--- config.mk ---
export PLATFORM = sky130hd
export DESIGN_NAME = serial_eeprom_i2c_write_slave
export DESIGN_NICKNAME = d
export VERILOG_FILES = /design/src/eeprom_pkg.sv /design/src/serial_eeprom_i2c_write_slave.sv
export VERILOG_INCLUDE_DIRS = /design/src
export SDC_FILE = /design/constraint.sdc
export NUM_CORES = 1
export LEC_CHECK = 0
export BUFFER_PORTS_ARGS = -buffer_cell sky130_fd_sc_hd__buf_2
export CORE_ASPECT_RATIO = 1.4
export CORE_UTILIZATION = 55
export CTS_BUF_LIST = sky130_fd_sc_hd__clkbuf_4 sky130_fd_sc_hd__clkbuf_8
export DETAILED_ROUTE_END_ITERATION = 7
export GPL_TIMING_DRIVEN = 0
export PLACE_DENSITY_LB_ADDON = 0.15
export RECOVER_POWER = 25
export SKIP_LAST_GASP = 1
export SLEW_MARGIN = 15
export SYNTH_ARGS = -nofsm -noshare
export SYNTH_HDL_FRONTEND = slang
export SYNTH_SLANG_ARGS = --single-unit
--- constraint.sdc ---
create_clock -name mclk_i -period 5.9 [get_ports mclk_i]
set_clock_uncertainty 0.05 [all_clocks]
set_input_delay 1.18 -clock mclk_i [delete_from_list [all_inputs] [get_ports mclk_i]]
set_output_delay 1.18 -clock mclk_i [all_outputs]
set_load 0.02 [all_outputs]
--- src/eeprom_cfg.svh ---
// constants for the serial eeprom write slave
// assumes inclusion by bare name from the design files
`ifndef EEPROM_CFG_SVH
`define EEPROM_CFG_SVH

`define DEV_TYPE 4'ha
`define ADDR_W 13
`define PAGE_W 5
`define HI_ADDR_W 5
`define BYTE_BITS 4'h8
`define PIN_CNT 6
`define PIN_RST 6'h30
`define PROG_BUSY_TIME_US 6000
`define MCLK_MHZ 250
`define PROG_BUSY_CYCLES (`PROG_BUSY_TIME_US * `MCLK_MHZ)

`endif

--- src/eeprom_pkg.sv ---
// types for the serial eeprom write slave
// assumes nothing beyond a systemverilog compiler
`default_nettype none

package eeprom_pkg;
    typedef enum logic [2:0] {st_idle, st_rx, st_ack, st_busy, st_commit} state_e;
    typedef enum logic [1:0] {ph_dev, ph_hi, ph_lo, ph_data} phase_e;
endpackage : eeprom_pkg

`default_nettype wire

--- src/serial_eeprom_i2c_write_slave.sv ---
// two-wire write slave front end of an 8k x 8 serial eeprom
// assumes scl/sda/pins are asynchronous to mclk_i; the array sits outside
//
// Functional notes
// - bits shift on the serial clock rising edges
// - data line only pulled low or released
// - data changes only while clock low
// - start is data falling with clock high
// - stop ends transfer, enters standby
// - select bits must match chip-select pins
// - two address bytes, thirteen bits used
// - acknowledge address, both address bytes, data
// - stop after data starts programming cycle
// - pages of 32 aligned bytes
// - each data byte acked, address advances
// - address wraps inside current page
// - page write may start mid-page
// - extra bytes overwrite earlier page positions
// - protect high blocks all programming
// - protected: address acked, data not acked
// - floating protect input reads as unprotected (no pull-down here; write_protect_i is used as driven)
// - device type must be 1-0-1-0
// - last address bit: one read, zero write
// - receiver pulls data low on ninth clock
// - busy 6 ms, no ack, line released
`timescale 1ns/1ps
`default_nettype none
`include "eeprom_cfg.svh"

module serial_eeprom_i2c_write_slave
    import eeprom_pkg::*;
#(
    parameter int BUSY_CYCLES = `PROG_BUSY_CYCLES
) (
    input wire logic mclk_i,
    input wire logic rst_i,
    input wire logic clk_en_i,
    input wire logic scl_i,
    input wire logic sda_i,
    output logic sda_o,
    output logic sda_oe_o,
    input wire logic write_protect_i,
    input wire logic chip_select_bit2_i,
    input wire logic chip_select_bit1_i,
    input wire logic chip_select_bit0_i,
    output logic busy_o,
    output logic standby_o,
    output logic mem_we_o,
    output logic [`ADDR_W-1:0] mem_addr_o,
    output logic [7:0] mem_data_o
);
    localparam int BUSY_W = $clog2(BUSY_CYCLES);

    generate
        if (BUSY_CYCLES < 2) begin : g_bad_busy
            $error("BUSY_CYCLES must be at least 2");
        end
    endgenerate

    // pin filters: three flops, new level once second and third agree
    logic [`PIN_CNT-1:0] pin_raw;
    logic [`PIN_CNT-1:0] pin_f;
    assign pin_raw = {scl_i, sda_i, write_protect_i,
                      chip_select_bit2_i, chip_select_bit1_i, chip_select_bit0_i};

    genvar g;
    generate
        for (g = 0; g < `PIN_CNT; g++) begin : g_sync
            localparam logic [`PIN_CNT-1:0] RST_V = `PIN_RST;
            logic [2:0] sh;
            logic f;
            always_ff @(posedge mclk_i or posedge rst_i) begin
                if (rst_i) begin
                    // flops start at the idle level so no false edge follows reset
                    sh <= {3{RST_V[g]}};
                    f <= RST_V[g];
                end else if (clk_en_i) begin
                    sh <= {sh[1:0], pin_raw[g]};
                    if (sh[1] == sh[2]) begin
                        f <= sh[2];
                    end
                end
            end
            assign pin_f[g] = f;
        end
    endgenerate

    logic scl_f;
    logic sda_f;
    logic wp_f;
    logic [2:0] cs_f;
    assign scl_f = pin_f[5];
    assign sda_f = pin_f[4];
    assign wp_f = pin_f[3];
    assign cs_f = pin_f[2:0];

    logic scl_q;
    logic sda_q;
    always_ff @(posedge mclk_i or posedge rst_i) begin
        if (rst_i) begin
            scl_q <= 1'b1;
            sda_q <= 1'b1;
        end else if (clk_en_i) begin
            scl_q <= scl_f;
            sda_q <= sda_f;
        end
    end

    logic scl_rise;
    logic scl_fall;
    logic start_ev;
    logic stop_ev;
    assign scl_rise = scl_f & ~scl_q;
    assign scl_fall = ~scl_f & scl_q;
    assign start_ev = scl_f & scl_q & sda_q & ~sda_f;
    assign stop_ev = scl_f & scl_q & ~sda_q & sda_f;

    state_e state;
    phase_e phase;
    logic [3:0] bit_cnt;
    logic [7:0] shreg;
    logic [`ADDR_W-1:0] addr;
    logic pending;
    logic busy_done;
    logic [`PAGE_W-1:0] commit_idx;
    logic in_xfer;
    logic bit_done;
    logic dev_match;
    logic ack_ok;

    assign in_xfer = (state == st_rx) || (state == st_ack);
    assign bit_done = (state == st_rx) && scl_fall && (bit_cnt == `BYTE_BITS);
    // reads are served elsewhere, so only a write address is claimed
    assign dev_match = (shreg[7:4] == `DEV_TYPE)
                       && (shreg[3:1] == cs_f)
                       && !shreg[0];

    always_comb begin
        unique case (phase)
            ph_dev: ack_ok = dev_match;
            ph_hi: ack_ok = 1'b1;
            ph_lo: ack_ok = 1'b1;
            ph_data: ack_ok = !wp_f;
        endcase
    end

    // bus sequencing: bytes, acknowledges, start and stop handling
    always_ff @(posedge mclk_i or posedge rst_i) begin
        if (rst_i) begin
            state <= st_idle;
            phase <= ph_dev;
            bit_cnt <= 4'h0;
            shreg <= 8'h00;
            addr <= '0;
            pending <= 1'b0;
            sda_oe_o <= 1'b0;
        end else if (clk_en_i) begin
            if (start_ev && state != st_busy && state != st_commit) begin
                state <= st_rx;
                phase <= ph_dev;
                bit_cnt <= 4'h0;
                pending <= 1'b0;
                sda_oe_o <= 1'b0;
            end else if (stop_ev && in_xfer) begin
                state <= pending ? st_busy : st_idle;
                sda_oe_o <= 1'b0;
            end else begin
                unique case (state)
                    st_idle: begin
                        sda_oe_o <= 1'b0;
                    end
                    st_rx: begin
                        if (scl_rise) begin
                            shreg <= {shreg[6:0], sda_f};
                            bit_cnt <= bit_cnt + 4'h1;
                        end
                        if (bit_done) begin
                            if (ack_ok) begin
                                sda_oe_o <= 1'b1;
                                state <= st_ack;
                                unique case (phase)
                                    ph_dev: begin
                                    end
                                    ph_hi: begin
                                        addr[`ADDR_W-1:8] <= shreg[`HI_ADDR_W-1:0];
                                    end
                                    ph_lo: begin
                                        addr[7:0] <= shreg;
                                    end
                                    ph_data: begin
                                        addr[`PAGE_W-1:0] <= addr[`PAGE_W-1:0] + 5'h01;
                                        pending <= 1'b1;
                                    end
                                endcase
                            end else begin
                                state <= st_idle;
                            end
                        end
                    end
                    st_ack: begin
                        if (scl_fall) begin
                            sda_oe_o <= 1'b0;
                            state <= st_rx;
                            bit_cnt <= 4'h0;
                            unique case (phase)
                                ph_dev: phase <= ph_hi;
                                ph_hi: phase <= ph_lo;
                                ph_lo: phase <= ph_data;
                                ph_data: phase <= ph_data;
                            endcase
                        end
                    end
                    st_busy: begin
                        sda_oe_o <= 1'b0;
                        if (busy_done) begin
                            state <= st_commit;
                        end
                    end
                    st_commit: begin
                        if (commit_idx == 5'h1f) begin
                            state <= st_idle;
                            pending <= 1'b0;
                        end
                    end
                endcase
            end
        end
    end

    // page buffer: bytes land at their page position, later ones replace
    logic [7:0] page_buf [2**`PAGE_W];
    logic [2**`PAGE_W-1:0] page_mask;
    always_ff @(posedge mclk_i) begin
        if (clk_en_i && bit_done && ack_ok && phase == ph_data) begin
            page_buf[addr[`PAGE_W-1:0]] <= shreg;
        end
    end

    always_ff @(posedge mclk_i or posedge rst_i) begin
        if (rst_i) begin
            page_mask <= '0;
        end else if (clk_en_i) begin
            if (start_ev && in_xfer || state == st_idle && start_ev) begin
                page_mask <= '0;
            end else if (bit_done && ack_ok && phase == ph_data) begin
                page_mask[addr[`PAGE_W-1:0]] <= 1'b1;
            end
        end
    end

    // busy timer
    logic [BUSY_W-1:0] busy_cnt;
    assign busy_done = (busy_cnt == BUSY_W'(BUSY_CYCLES - 1));
    always_ff @(posedge mclk_i or posedge rst_i) begin
        if (rst_i) begin
            busy_cnt <= '0;
        end else if (clk_en_i) begin
            if (state == st_busy) begin
                busy_cnt <= busy_cnt + 1'b1;
            end else begin
                busy_cnt <= '0;
            end
        end
    end

    // commit walks the page and writes only loaded positions
    always_ff @(posedge mclk_i or posedge rst_i) begin
        if (rst_i) begin
            commit_idx <= '0;
            mem_we_o <= 1'b0;
            mem_addr_o <= '0;
            mem_data_o <= 8'h00;
        end else if (clk_en_i) begin
            mem_we_o <= 1'b0;
            if (state == st_commit) begin
                commit_idx <= commit_idx + 5'h01;
                mem_we_o <= page_mask[commit_idx];
                mem_addr_o <= {addr[`ADDR_W-1:`PAGE_W], commit_idx};
                mem_data_o <= page_buf[commit_idx];
            end else begin
                commit_idx <= '0;
            end
        end
    end

    always_ff @(posedge mclk_i or posedge rst_i) begin
        if (rst_i) begin
            sda_o <= 1'b0;
            busy_o <= 1'b0;
            standby_o <= 1'b1;
        end else if (clk_en_i) begin
            sda_o <= 1'b0;
            busy_o <= (state == st_busy) || (state == st_commit);
            standby_o <= (state == st_idle);
        end
    end
endmodule : serial_eeprom_i2c_write_slave

`default_nettype wire

==> flow_summary.json <==
{
  "viasPerCell": 5.92,
  "clockBufferDepth": 3,
  "die_h_um": 206,
  "synth_edf_count": 256,
  "drt_iter0_markers": 743,
  "totalPowerFinal_w": 0.00634,
  "final_hold_viol_count": 0,
  "final_cell_mix": "edfxtp_1 (256), dfrtp_1 (127), nand2_1 (84)",
  "cp.arrival_ps": 3990,
  "critPathKind": "flip-flop to flip-flop",
  "synth_cell_types": 62,
  "cts_resized": 0,
  "worstSetupEndpointType": "flip-flop",
  "postCtsHoldBufs": 0,
  "drv_slew": 1,
  "placed_area_um2": 17100,
  "cp_top_family": "simple AND/OR/NAND/NOR gates",
  "drt-total-wl_um": 35300,
  "fin_ws_ps": 2070,
  "start_util": 0.560,
  "rows": 74,
  "placement.io_buffers": 33,
  "grtUsageTotal": 0.247,
  "grt_max_degree": 109,
  "worstReg2RegEnd": "page_buf[13][2]$_DFFE_PP_",
  "synth_flop_cell": "edfxtp_1",
  "cts_tree": "done",
  "fin_cells": 1555,
  "syn2layout_area_growth_pct": 11.5,
  "cp-endpoint": "page_buf[13][2]$_DFFE_PP_",
  "tightest_slew_ps": 1490,
  "fin_nets": 1152,
  "ys_seq_area_frac": 0.684,
  "vias": 9202,
  "place_congestion": 0.894,
  "setup_viol": 0,
  "holdPathStages": 2,
  "drc_errors": 0,
  "stdcell_area_um2": 18300,
  "worstSkewPairLatency_ps": 600,
  "violations": "capacitance limit, slew limit",
  "slew_headroom": -0.00114,
  "htreeDepth": 2,
  "syn_avg_cell_area_um2": 15.8,
  "yosysWarnings": 0,
  "grt_pass1_vias": 9394,
  "hpwl_um": 23100,
  "ir_worst_vdd_uv": 247,
  "regToRegSetupSlack_ps": 2070,
  "drive_above_1_share": 0.243,
  "cts_setup_buffers": 0,
  "ant_nets": 0,
  "clock-root-buffer": "clkbuf_8",
  "cp_slowest_stage_delay_ps": 1090,
  "min_period_ps": 3830,
  "die-area_um2": 30500,
  "grt_first_pass_wirelength_um": 55400,
  "wl_per_cell_um": 22.7,
  "ff2ff_path_depth": 5,
  "final_common_cell": "edfxtp_1",
  "diodes": 0,
  "clk_pin_slew_ps": 60,
  "critical_path.max_fanout": 36,
  "final_util": 0.624,
  "synth.cell_area_um2": 16400,
  "p_per_area_nw_per_um2": 347,
  "fillCellCount": 2222,
  "critPathBufInv": 0,
  "period_share": 0.650,
  "clock_sinks": 396,
  "r2r_start": "shreg[5]$_DFFE_PP0P_",
  "p_leak_nw": 6.72,
  "fmax_mhz": 261,
  "core_um2": 29300,
  "cap_violations": 1,
  "cp_slowest_cell": "dfrtp_1",
  "rsz0062_at_grt": "no",
  "hold_class": "flip-flop to flip-flop",
  "die_w_um": 148,
  "required_ps": 6050,
  "place_ws_ps": 1700,
  "cts_buffers": 56,
  "antenna_found_initial": 0,
  "synth_nets": 1060,
  "startpoint_type": "flip-flop",
  "path_depth": 5,
  "boundaryPins": 35,
  "yosys_register_bits": 396,
  "critical_path.startpoint": "shreg[5]$_DFFE_PP0P_",
  "status": "finished with violations",
  "crit_path_cell_trace": "nor4b_1 > nand3_1 > o22ai_2 > nand4_1 > nor2_1",
  "first_pass_iters": 5,
  "synthArstFlopShare": 0.354,
  "place_inst": 1451,
  "synthCells": 1037,
  "gr-total-overflow": 0
}
-- synth_stat cells (7+ instances only) --
| cell | n | area (um^2) |
|---|---|---|
| o21ai_0 | 46 | 230 |
| o22ai_1 | 15 | 93.8 |
| mux2i_1 | 22 | 220 |
| and3_1 | 8 | 50.1 |
| nor2_1 | 71 | 267 |
| dfstp_2 | 11 | 289 |
| mux2_2 | 32 | 360 |
| a21oi_1 | 28 | 140 |
| o21a_1 | 35 | 263 |
| clkbuf_1 | 37 | 139 |
| nand2_1 | 84 | 315 |
| nand3_1 | 19 | 95.1 |
| edfxtp_1 | 256 | 7690 |
| nor3_1 | 7 | 35.0 |
| xor2_1 | 8 | 70.1 |
| mux4_2 | 80 | 1800 |
| nand4_1 | 13 | 81.3 |
| buf_2 | 11 | 55.1 |
| ha_1 | 14 | 175 |
| inv_1 | 20 | 75.1 |
| xnor2_1 | 9 | 78.8 |
| dfrtp_1 | 129 | 3230 |
-- stage by stage --
step	hold slack, ps	TNS, ps
3_3_place_gp	396	-89800
2_1_floorplan	383	0
3_5_place_dp	399	0
4_1_cts	414	0
5_1_grt	430	0
6_report	414	0
-- kinds of logic after synthesis --
| group | after synthesis | synth area share |
|---|---|---|
| fa+ha+maj | 14 | 0.0107 |
| other cells | 1 | 0.000229 |
| simple gates | 243 | 0.0707 |
| xor+xnor | 17 | 0.00909 |
| flops | 396 | 0.684 |
| compound gates | 153 | 0.0596 |
| mux | 134 | 0.145 |
| buf+inv | 79 | 0.0204 |
-- worst min-delay path by stage --
| stage | from | endpoint | slack [ps] |
|---|---|---|---|
| after CTS | addr[12]$_DFFE_PP0P_ | mem_addr_o[12]$_DFFE_PP0P_ | 410 |
| after global placement | addr[5]$_DFFE_PP0P_ | mem_addr_o[5]$_DFFE_PP0P_ | 400 |
| final | addr[11]$_DFFE_PP0P_ | mem_addr_o[11]$_DFFE_PP0P_ | 410 |
| after floorplan | addr[10]$_DFFE_PP0P_ | mem_addr_o[10]$_DFFE_PP0P_ | 380 |
| after detailed placement | addr[12]$_DFFE_PP0P_ | mem_addr_o[12]$_DFFE_PP0P_ | 400 |
| after global routing | addr[8]$_DFFE_PP0P_ | mem_addr_o[8]$_DFFE_PP0P_ | 430 |
-- where the power goes --
part	leakage [nW]	internal, W	switching (W)
Clock	0.657	0.00126	0.00100
Combinational	1.80	0.000318	0.000486
Sequential	4.26	0.00312	0.000155
-- worst register-to-register path, stage by stage, from the launching register on --
cell,delay [ps]
dfrtp_1,1090
nor4b_1,340
nand3_1,130
o22ai_2,370
nand4_1,450
nor2_1,1020
-- registers in the layout, indices dropped and copies added, names as in the netlist, 6 cells and up --
name        cells
mem_data_o      8
addr           13
page_mask      32
mem_addr_o     13
g_sync.sh      18
busy_cnt       21
page_buf      256
g_sync.f        6
shreg           8
-- layout make-up --
| cell class | instances | area (um^2) | area share |
|---|---|---|---|
| clock buffers | 88 | 1090 | 0.0594 |
| repair buffers | 34 | 193 | 0.0105 |
| well taps | 380 | 475 | 0.0260 |
| plain buffers | 58 | 255 | 0.0140 |
| inverters | 21 | 80.1 | 0.00438 |
| flip-flops and latches | 396 | 11200 | 0.613 |
| clock inverters | 16 | 130 | 0.00712 |
| multi-input cells | 562 | 4840 | 0.265 |
-- routing by layer --
metal / global-route usage / wire [um] / vias up
li1: - / - / 4160
met1: 0.327 / 14700 / 4750
met2: 0.424 / 18100 / 227
met3: 0.0342 / 1490 / 65
met4: 0.0828 / 977 / 0
met5: 0 / 0 / -
Power figures use the tool's default switching activity.
